[src/inc/tw_master_pkg.sv]
// Constants and types shared by the two-wire bus master and its helpers.
// Assumes a 50 MHz system clock and an external pull-up on both bus wires.
package tw_master_pkg;

  // System clock period
  localparam int CLK_NS = 20;

  // Bus clock periods for standard (100 kHz) and fast (400 kHz) mode
  localparam int STD_PERIOD_NS = 10000;
  localparam int FAST_PERIOD_NS = 2500;

  // Quarter of a bus clock period in system cycles, rounded up so SCL never runs fast
  localparam int QTR_STD_CYC = (STD_PERIOD_NS + 4 * CLK_NS - 1) / (4 * CLK_NS);
  localparam int QTR_FAST_CYC = (FAST_PERIOD_NS + 4 * CLK_NS - 1) / (4 * CLK_NS);

  // Address byte layout: identifier [7:4], select bits [3:1], direction [0]
  localparam int BYTE_W = 8;
  localparam int SEL_W = 3;
  localparam int DIR_POS = 0;
  localparam int SEL_POS = 1;
  localparam int ID_POS = 4;
  // Fixed identifier field of the target; value is arbitrary
  localparam logic [3:0] DEV_ID_FIELD = 4'h5;
  localparam logic DIR_READ = 1'b1;
  localparam logic DIR_WRITE = 1'b0;

  // Index of the acknowledge bit within a nine-bit byte slot
  localparam logic [3:0] ACK_IDX = 4'h8;

  // Commands accepted on the user port
  typedef enum logic [2:0] {
    OP_START = 3'b000,
    OP_ADDR = 3'b001,
    OP_WRITE = 3'b010,
    OP_READ = 3'b011,
    OP_STOP = 3'b100
  } op_e;

  // Sequencer states
  typedef enum logic [2:0] {
    ST_IDLE = 3'b000,
    ST_START = 3'b001,
    ST_HELD = 3'b010,
    ST_BIT = 3'b011,
    ST_STOP = 3'b100
  } state_e;

endpackage : tw_master_pkg

[src/design/pin_sync.sv]
// Two-flop synchroniser for bus wires sampled by the system clock.
// Assumes inputs are asynchronous pins; only the second stage is read.
`timescale 1ns/100ps
module pin_sync #(
  parameter int W = 2
) (
  input wire logic clock, // System clock
  input wire logic rst, // Synchronous reset, active high
  input wire logic [W-1:0] pin_in, // Raw pin levels
  output logic [W-1:0] pin_sync // Synchronised levels
);

  logic [W-1:0] meta_r;
  logic [W-1:0] sync_r;

  if (W < 1) begin : g_bad_w
    $error("pin_sync needs at least one bit");
  end

  // Idle bus level is high, so reset to ones to avoid a false busy reading
  always_ff @(posedge clock) begin
    if (rst) begin
      meta_r <= '1;
      sync_r <= '1;
    end else begin
      meta_r <= pin_in;
      sync_r <= meta_r;
    end
  end

  assign pin_sync = sync_r;

endmodule : pin_sync

[src/design/qtr_divider.sv]
// Quarter-period tick generator for the bus clock.
// Assumes the sequencer restarts it with clear whenever a command is taken.
`timescale 1ns/100ps
module qtr_divider
  import tw_master_pkg::*;
#(
  parameter int CNT_W = 8
) (
  input wire logic clock, // System clock
  input wire logic rst, // Synchronous reset, active high
  input wire logic clear, // Restart the quarter count
  input wire logic fast, // 1 selects fast mode
  output logic tick // One-cycle pulse at the end of each quarter
);

  logic [CNT_W-1:0] cnt_r;
  logic [CNT_W-1:0] cnt_nxt;
  wire [CNT_W-1:0] last_std = CNT_W'(QTR_STD_CYC - 1);
  wire [CNT_W-1:0] last_fast = CNT_W'(QTR_FAST_CYC - 1);
  wire [CNT_W-1:0] last_cnt = fast ? last_fast : last_std;

  if (QTR_STD_CYC >= (1 << CNT_W) || QTR_FAST_CYC < 2) begin : g_bad_cnt
    $error("qtr_divider counter width cannot hold a quarter period");
  end

  // Quarter length sets the bus rate in either mode
  assign tick = (cnt_r == last_cnt) && !clear;
  assign cnt_nxt = (clear || tick) ? '0 : cnt_r + 1'b1;

  always_ff @(posedge clock) begin
    if (rst) begin
      cnt_r <= '0;
    end else begin
      cnt_r <= cnt_nxt;
    end
  end

  tick_gap_a: assert property (@(posedge clock) disable iff (rst)
    tick |=> !tick [*8])
    else $error("quarter ticks closer than eight cycles");

endmodule : qtr_divider

[src/design/tw_master.sv]
// Two-wire bus master that drives a slave clock generator through SDA and SCL.
// Assumes open-drain wires with pull-ups resolved outside; the bus clock is made here.
// What this block does
// - Start a transfer only on idle bus.
// - SDA steady while SCL high, except conditions.
// - SDA falling, SCL high, is START.
// - SDA rising, SCL high, is STOP.
// - Change SDA on SCL low; one pulse/bit.
// - Transfers open with START, close with STOP.
// - Eight-bit bytes plus ninth acknowledge clock.
// - Target acks writes; master clocks the ack.
// - Acker holds SDA low through ack high.
// - Master NACKs last read byte; target releases.
// - Write sends address byte, then data bytes.
// - Read: master acks all but last byte.
`timescale 1ns/100ps
module tw_master
  import tw_master_pkg::*;
#(
  parameter int CNT_W = 8
) (
  input wire logic clock, // System clock, 50 MHz
  input wire logic rst, // Synchronous reset, active high
  input wire logic fast_mode, // 1 for 400 kHz, 0 for 100 kHz
  input wire logic cmd_valid, // Command offered
  output logic cmd_ready, // Command can be taken
  input wire logic [2:0] cmd_op, // Command code, op_e
  input wire logic [7:0] cmd_data, // Byte to write
  input wire logic [2:0] cmd_sel, // Target select bits for an address byte
  input wire logic cmd_dir, // Direction for an address byte, 1 is read
  input wire logic cmd_last, // Read: last byte, answer with not-acknowledge
  output logic rsp_valid, // Command finished, one-cycle pulse
  output logic [7:0] rsp_data, // Byte seen on the bus
  output logic rsp_nack, // Acknowledge slot was high
  output logic rsp_err, // Command refused in this state
  output logic busy, // Bus is held by this master
  input wire logic scl_i, // SCL wire level
  output logic scl_o, // SCL output value, always low
  output logic scl_oe, // SCL pull-down enable
  input wire logic sda_i, // SDA wire level
  output logic sda_o, // SDA output value, always low
  output logic sda_oe // SDA pull-down enable
);

  state_e state_r, state_nxt;
  logic [1:0] q_r, q_nxt;
  logic [3:0] bit_r, bit_nxt;
  logic [7:0] sh_r, sh_nxt;
  logic read_r, read_nxt;
  logic last_r, last_nxt;
  logic nack_r, nack_nxt;
  logic scl_drv_r, scl_drv_nxt;
  logic sda_drv_r, sda_drv_nxt;
  logic rsp_valid_r, rsp_valid_nxt;
  logic [7:0] rsp_data_r, rsp_data_nxt;
  logic rsp_nack_r, rsp_nack_nxt;
  logic rsp_err_r, rsp_err_nxt;
  logic [1:0] wire_sync;
  logic tick;

  // Bus wires come from another domain, so both pass two flops first
  pin_sync #(
    .W(2)
  ) u_sync (
    .clock(clock),
    .rst(rst),
    .pin_in({scl_i, sda_i}),
    .pin_sync(wire_sync)
  );

  wire scl_s = wire_sync[1];
  wire sda_s = wire_sync[0];
  wire bus_idle = scl_s && sda_s;

  // In idle every command waits for an idle bus; a held bus takes any command
  wire in_idle = (state_r == ST_IDLE);
  wire in_held = (state_r == ST_HELD);
  assign cmd_ready = in_held || (in_idle && bus_idle);
  wire take = cmd_valid && cmd_ready;
  wire op_start = (cmd_op == OP_START);
  wire op_addr = (cmd_op == OP_ADDR);
  wire op_write = (cmd_op == OP_WRITE);
  wire op_read = (cmd_op == OP_READ);
  wire op_stop = (cmd_op == OP_STOP);
  wire op_known = op_start || op_addr || op_write || op_read || op_stop;
  wire [7:0] addr_byte = {DEV_ID_FIELD, cmd_sel, cmd_dir};
  wire [7:0] tx_byte = op_addr ? addr_byte : cmd_data;
  wire is_ack_bit = (bit_r == ACK_IDX);

  // Quarter ticks pace every wire change after the taking edge; restarted on each taken command
  qtr_divider #(
    .CNT_W(CNT_W)
  ) u_div (
    .clock(clock),
    .rst(rst),
    .clear(take),
    .fast(fast_mode),
    .tick(tick)
  );

  // Sequencer: each bus clock is four quarters, SCL low in q0-q1 and high in q2-q3
  always_comb begin
    state_nxt = state_r;
    q_nxt = q_r;
    bit_nxt = bit_r;
    sh_nxt = sh_r;
    read_nxt = read_r;
    last_nxt = last_r;
    nack_nxt = nack_r;
    scl_drv_nxt = scl_drv_r;
    sda_drv_nxt = sda_drv_r;
    rsp_valid_nxt = 1'b0;
    rsp_data_nxt = rsp_data_r;
    rsp_nack_nxt = rsp_nack_r;
    rsp_err_nxt = 1'b0;
    if (take) begin
      q_nxt = 2'h0;
      bit_nxt = 4'h0;
    end
    case (state_r)
      ST_IDLE: begin
        scl_drv_nxt = 1'b0;
        sda_drv_nxt = 1'b0;
        if (take && op_start) begin
          state_nxt = ST_START;
        end else if (take) begin
          rsp_valid_nxt = 1'b1;
          rsp_err_nxt = 1'b1;
        end
      end
      ST_HELD: begin
        // SCL stays low here, so SDA may be set up for whatever comes next
        if (take && op_start) begin
          state_nxt = ST_START;
          sda_drv_nxt = 1'b0;
        end else if (take && op_stop) begin
          state_nxt = ST_STOP;
          sda_drv_nxt = 1'b1;
        end else if (take && (op_addr || op_write)) begin
          state_nxt = ST_BIT;
          sh_nxt = tx_byte;
          read_nxt = 1'b0;
          sda_drv_nxt = !tx_byte[7];
        end else if (take && op_read) begin
          state_nxt = ST_BIT;
          sh_nxt = 8'h00;
          read_nxt = 1'b1;
          last_nxt = cmd_last;
          sda_drv_nxt = 1'b0;
        end else if (take && !op_known) begin
          rsp_valid_nxt = 1'b1;
          rsp_err_nxt = 1'b1;
        end
      end
      ST_START: begin
        if (tick) begin
          q_nxt = q_r + 2'h1;
          case (q_r)
            2'h0: scl_drv_nxt = 1'b0;
            2'h1: sda_drv_nxt = 1'b1;
            2'h2: scl_drv_nxt = 1'b1;
            default: begin
              state_nxt = ST_HELD;
              rsp_valid_nxt = 1'b1;
            end
          endcase
        end
      end
      ST_STOP: begin
        if (tick) begin
          q_nxt = q_r + 2'h1;
          case (q_r)
            2'h0: scl_drv_nxt = 1'b0;
            2'h1: sda_drv_nxt = 1'b0;
            2'h2: state_nxt = ST_STOP;
            default: begin
              state_nxt = ST_IDLE;
              rsp_valid_nxt = 1'b1;
            end
          endcase
        end
      end
      ST_BIT: begin
        if (tick) begin
          q_nxt = q_r + 2'h1;
          case (q_r)
            2'h0: begin
              // SCL has been low a full quarter, so SDA moves well clear of its falling edge
              if (is_ack_bit) begin
                sda_drv_nxt = read_r && !last_r;
              end else begin
                sda_drv_nxt = !read_r && !sh_r[7];
              end
            end
            2'h1: scl_drv_nxt = 1'b0;
            2'h2: begin
              // Sample in the middle of the high phase
              if (is_ack_bit) begin
                nack_nxt = sda_s;
              end else begin
                sh_nxt = {sh_r[6:0], sda_s};
              end
            end
            default: begin
              scl_drv_nxt = 1'b1;
              if (is_ack_bit) begin
                state_nxt = ST_HELD;
                rsp_valid_nxt = 1'b1;
                rsp_data_nxt = sh_r;
                rsp_nack_nxt = nack_r;
              end else if (bit_r == 4'h7) begin
                bit_nxt = ACK_IDX;
              end else begin
                bit_nxt = bit_r + 4'h1;
              end
            end
          endcase
        end
      end
      default: begin
        state_nxt = ST_IDLE;
        scl_drv_nxt = 1'b0;
        sda_drv_nxt = 1'b0;
      end
    endcase
  end

  always_ff @(posedge clock) begin
    if (rst) begin
      state_r <= ST_IDLE;
      q_r <= 2'h0;
      bit_r <= 4'h0;
      sh_r <= 8'h00;
      read_r <= 1'b0;
      last_r <= 1'b0;
      nack_r <= 1'b0;
      scl_drv_r <= 1'b0;
      sda_drv_r <= 1'b0;
    end else begin
      state_r <= state_nxt;
      q_r <= q_nxt;
      bit_r <= bit_nxt;
      sh_r <= sh_nxt;
      read_r <= read_nxt;
      last_r <= last_nxt;
      nack_r <= nack_nxt;
      scl_drv_r <= scl_drv_nxt;
      sda_drv_r <= sda_drv_nxt;
    end
  end

  // Answer registers
  always_ff @(posedge clock) begin
    if (rst) begin
      rsp_valid_r <= 1'b0;
      rsp_data_r <= 8'h00;
      rsp_nack_r <= 1'b0;
      rsp_err_r <= 1'b0;
    end else begin
      rsp_valid_r <= rsp_valid_nxt;
      rsp_data_r <= rsp_data_nxt;
      rsp_nack_r <= rsp_nack_nxt;
      rsp_err_r <= rsp_err_nxt;
    end
  end

  // Open-drain: the pins only ever pull low; the pull-up makes the high level
  assign scl_o = 1'b0;
  assign scl_oe = scl_drv_r;
  assign sda_o = 1'b0;
  assign sda_oe = sda_drv_r;
  assign rsp_valid = rsp_valid_r;
  assign rsp_data = rsp_data_r;
  assign rsp_nack = rsp_nack_r;
  assign rsp_err = rsp_err_r;
  assign busy = !in_idle;

  sda_stable_a: assert property (@(posedge clock) disable iff (rst)
    (state_r == ST_BIT && !scl_drv_r) |-> $stable(sda_drv_r))
    else $error("SDA moved while SCL high inside a bit");

  sda_move_a: assert property (@(posedge clock) disable iff (rst)
    (state_r == ST_BIT && $changed(sda_drv_r)) |-> (scl_drv_r && $past(scl_drv_r)))
    else $error("SDA changed while SCL not held low");

  start_only_a: assert property (@(posedge clock) disable iff (rst)
    ($rose(sda_drv_r) && !$past(scl_drv_r)) |-> (state_r == ST_START && q_r == 2'h2))
    else $error("SDA pulled low with SCL high outside START");

  stop_only_a: assert property (@(posedge clock) disable iff (rst)
    ($fell(sda_drv_r) && !$past(scl_drv_r)) |-> (state_r == ST_STOP && q_r == 2'h2))
    else $error("SDA released with SCL high outside STOP");

  ack_drive_a: assert property (@(posedge clock) disable iff (rst)
    (state_r == ST_BIT && is_ack_bit && read_r && !last_r && q_r != 2'h0) |-> sda_drv_r)
    else $error("master acknowledge not held low");

  last_nack_a: assert property (@(posedge clock) disable iff (rst)
    (state_r == ST_BIT && is_ack_bit && read_r && last_r) |-> !sda_drv_r)
    else $error("last read byte not answered with not-acknowledge");

  idle_begin_a: assert property (@(posedge clock) disable iff (rst)
    (state_r == ST_START && q_r == 2'h1 && tick) |-> bus_idle)
    else $error("START begun on a busy bus");

  addr_layout_a: assert property (@(posedge clock) disable iff (rst)
    (in_held && take && op_addr) |=>
      (sh_r[DIR_POS] == $past(cmd_dir) && sh_r[7:ID_POS] == DEV_ID_FIELD &&
       sh_r[ID_POS-1:SEL_POS] == $past(cmd_sel)))
    else $error("address byte layout wrong");

  scl_high_len_a: assert property (@(posedge clock) disable iff (rst)
    ($fell(scl_drv_r) && state_r == ST_BIT) |-> (!scl_drv_r) [*8])
    else $error("SCL high phase too short");

  ninth_clock_a: assert property (@(posedge clock) disable iff (rst)
    (rsp_valid_nxt && state_r == ST_BIT) |-> (is_ack_bit && q_r == 2'h3))
    else $error("byte finished before its ninth clock");

endmodule : tw_master

[config.mk]
export PLATFORM = sky130hd
export DESIGN_NAME = tw_master
export DESIGN_NICKNAME = d
export VERILOG_FILES = /design/src/inc/tw_master_pkg.sv /design/src/design/pin_sync.sv /design/src/design/qtr_divider.sv /design/src/design/tw_master.sv
export SDC_FILE = /design/constraint.sdc
export NUM_CORES = 1
export LEC_CHECK = 0
export ABC_CLOCK_PERIOD_IN_PS = 7000
export BUFFER_PORTS_ARGS = -buffer_cell sky130_fd_sc_hd__buf_2
export CAP_MARGIN = 10
export CELL_PAD_IN_SITES_DETAIL_PLACEMENT = 1
export CELL_PAD_IN_SITES_GLOBAL_PLACEMENT = 1
export CORE_MARGIN = 2
export CORE_UTILIZATION = 45
export CTS_CLUSTER_DIAMETER = 80
export DETAILED_ROUTE_END_ITERATION = 7
export GPL_TIMING_DRIVEN = 1
export PLACE_DENSITY = 0.93
export SYNTH_ARGS = -nofsm -noshare
export SYNTH_HDL_FRONTEND = slang
export SYNTH_SLANG_ARGS = --single-unit
export TNS_END_PERCENT = 20
[constraint.sdc]
create_clock -name clock -period 7 [get_ports clock]
set_clock_uncertainty 0.2 [all_clocks]
set_input_delay 0.7 -clock clock [delete_from_list [all_inputs] [get_ports clock]]
set_output_delay 0.7 -clock clock [all_outputs]
set_load 0.02 [all_outputs]
==> out/results.txt <==
Hold WC Path Type - flip-flop to flip-flop
CP Max Fanout - 18
CP Data Required Time - 6.95 ns
Seq cells post-synth - 45
Cells after synthesis - 297
Htree depth - 2
Post-route cell area - 2790 um2
Post-synth ARST share - 0%
CP Data Arrival Time - 2.58 ns
Max Root-Sink Buffers - 2
Slew @ Worst Pin - 0.812 ns
First-pass GRT wire length - 11.0 mm
LEAKAGE - 1.19 nW
Inst Count DP - 389
Placed Area - 2710 um2
Critical Path End Type - flip-flop
Post-route setup slack - 4.37 ns
Root Buffer - clkbuf_8
PD cells - 194 nW/um2
Dpl hpwl - 4.96 mm
Routed Antenna Nets - 0
Max Cap Viol - 0
# IOs - 39
Vias in the first global route - 2220
Critical path class - flip-flop to flip-flop
Drt total wl - 6.73 mm
Largest net degree at the start of global routing - 50
Row Count - 27
Global-route usage over all layers - 22.3%
Grt ovf - 0
Fin. max-slew vios - 0
Mapped Area - 2560 um2
Final worst path period share - 37.6%
Post-route DRC - 0
Top FF cell, synth - dfxtp_1
Area growth, synth to finish - 9.04%
Die area - 6310 um2
Fin crit period - 2.63 ns
VDD IR max - 0.0000959 V
CTS sink count - 45
WL/cell - 16.9 um
Initial antenna violation count - 0
Clock Latency Late Sink - 0.30 ns
Sequential share of the synthesized area - 35.2%
Setup bufs post-CTS - 0
DRT iter0 DRCs - 101
Relative slew slack - 45.9%
CTS tree - yes
IO Port Bufs - 36
GP Congestion - 0.803
Final setup violation count - 0
Yosys synthesis warning count - 0
Reg clk slew, reported paths - 0.09 ns
Layout Cells excl Fill - 397
Core area - 5510 um2
Chip Width - 79.4 um
Routed via count - 2226
Via density - 5.61
Initial Utilization - 46.5%
Post-CTS sizing - 0
Die Y - 79.4 um
Run status - finished clean
Crit start category - flip-flop
Placement Setup Slack - 4.22 ns
Share of layout cells above drive strength 1 - 20.0%
Layout Nets - 353
Hold buffer count at CTS - 0
Final core occ - 50.7%
Fin Setup TNS - 0 ns
Total CTS buffers - 5
EDFF count, synth - 0
RSZ-0062 raised after global routing - false
Yosys cell types - 60
Avg Cell Area, Syn - 8.62 um2
DR pass1 iterations - 4
Ant. Diodes - 0
Hold Vio Cnt, Final - 0
Max Clk Rate - 0.380 GHz
sequential cells by signal, indices dropped and copies added, names as in the netlist:
name,count
rsp_nack,1
u_sync.pin_sync,2
state_r,3
last_r,1
q_r,2
nack_r,1
sda_oe,1
rsp_data,8
read_r,1
bit_r,4
rsp_err,1
sh_r,8
rsp_valid,1
scl_oe,1
u_sync.meta_r,2
u_div.cnt_r,8
placed cells by master (no fill, tap or decap), drive strengths merged, types with 4 or more instances in the layout:
cell type	Yosys	layout
nor2b	11	11
buf	11	36
or3	4	4
xnor2	4	4
ha	7	7
mux2i	18	18
clkbuf	6	7
mux2	6	6
nand4	7	7
nand2	18	18
o21ai	15	15
nor2	43	43
nand3b	7	7
nand2b	11	11
or2	4	4
a21oi	13	13
nand3	9	9
dfxtp	45	45
and3	4	4
inv	7	7
stage by stage:
stage	power (mW)	hold WS, ns
after floorplan	0.362	0.189
after global placement	0.381	0.196
after detailed placement	0.384	0.199
after CTS	0.547	0.219
after global routing	0.571	0.234
final	0.540	0.214
logic make-up after synthesis:
group | Yosys count | synth area share, %
AND/OR/NAND/NOR | 137 | 29.6
AO/OA/AOI/OAI | 53 | 13.9
flip-flops | 45 | 35.2
multiplexers | 24 | 9.68
buffers and inverters | 24 | 5.96
adder cells (fa/ha/maj) | 7 | 3.42
XOR/XNOR | 6 | 2.05
other | 1 | 0.146
cell usage after synthesis, types with 3 or more instances:
library cell   n  share of area [%]
a21oi_1       13                2.5
and3_1         4               0.98
buf_2          3               0.59
buf_4          3               0.88
buf_6          5                2.2
clkbuf_1       5               0.73
dfxtp_1       45                 35
ha_1           7                3.4
inv_1          7                1.0
mux2_2         6                2.6
mux2i_1       18                7.0
nand2_1       18                2.6
nand2b_1      11                2.7
nand3_1        9                1.8
nand3b_1       6                1.8
nand4_1        7                1.7
nor2_1        42                6.2
nor2b_1       11                2.7
o21ai_0       14                2.7
or2_2          4               0.98
or3_2          3               0.88
xnor2_1        4                1.4
path summary, 6_finish.rpt:
kind | cells after the start | slack [ns] | endpoint | start
worst max register to register | 5 | 4.37 | rsp_data[0] | state_r[0]
worst min-delay path | 1 | 0.21 | u_sync.pin_sync[0] | u_sync.meta_r[0]
worst max-delay path | 5 | 4.37 | rsp_data[0] | state_r[0]
worst min register to register | 1 | 0.21 | u_sync.pin_sync[0] | u_sync.meta_r[0]
critical path, stage by stage, from the launching register on:
cell and delay [ns]:
dfxtp_1 0.71, nor3b_1 0.20, a211oi_2 0.40, nand4_1 0.57
mux2i_1 0.32, nor2_1 0.07
report_power, final:
group,internal (mW),total (mW),leakage [nW],switching [mW]
logic,0.0405,0.102,0.788,0.0616
registers,0.263,0.278,0.364,0.0148
clock network,0.0708,0.160,0.0385,0.0895
layout make-up:
type	count	area, um2
multi-input cells	229	1510
well taps	72	90.1
clock buffers	7	76.3
fillers	672	2720
inverters	7	26.3
flip-flops and latches	45	901
clock inverters	1	7.51
repair buffers	36	180
metal layers:
metal	vias to the layer above	GRT usage, %	wire length [um]
met5	-	0	0
met1	1080	29.7	3240
met3	11	3.85	154
li1	1096	-	-
met4	0	8.79	132
met2	39	35.9	3200
(Power assumes the default switching activity.)
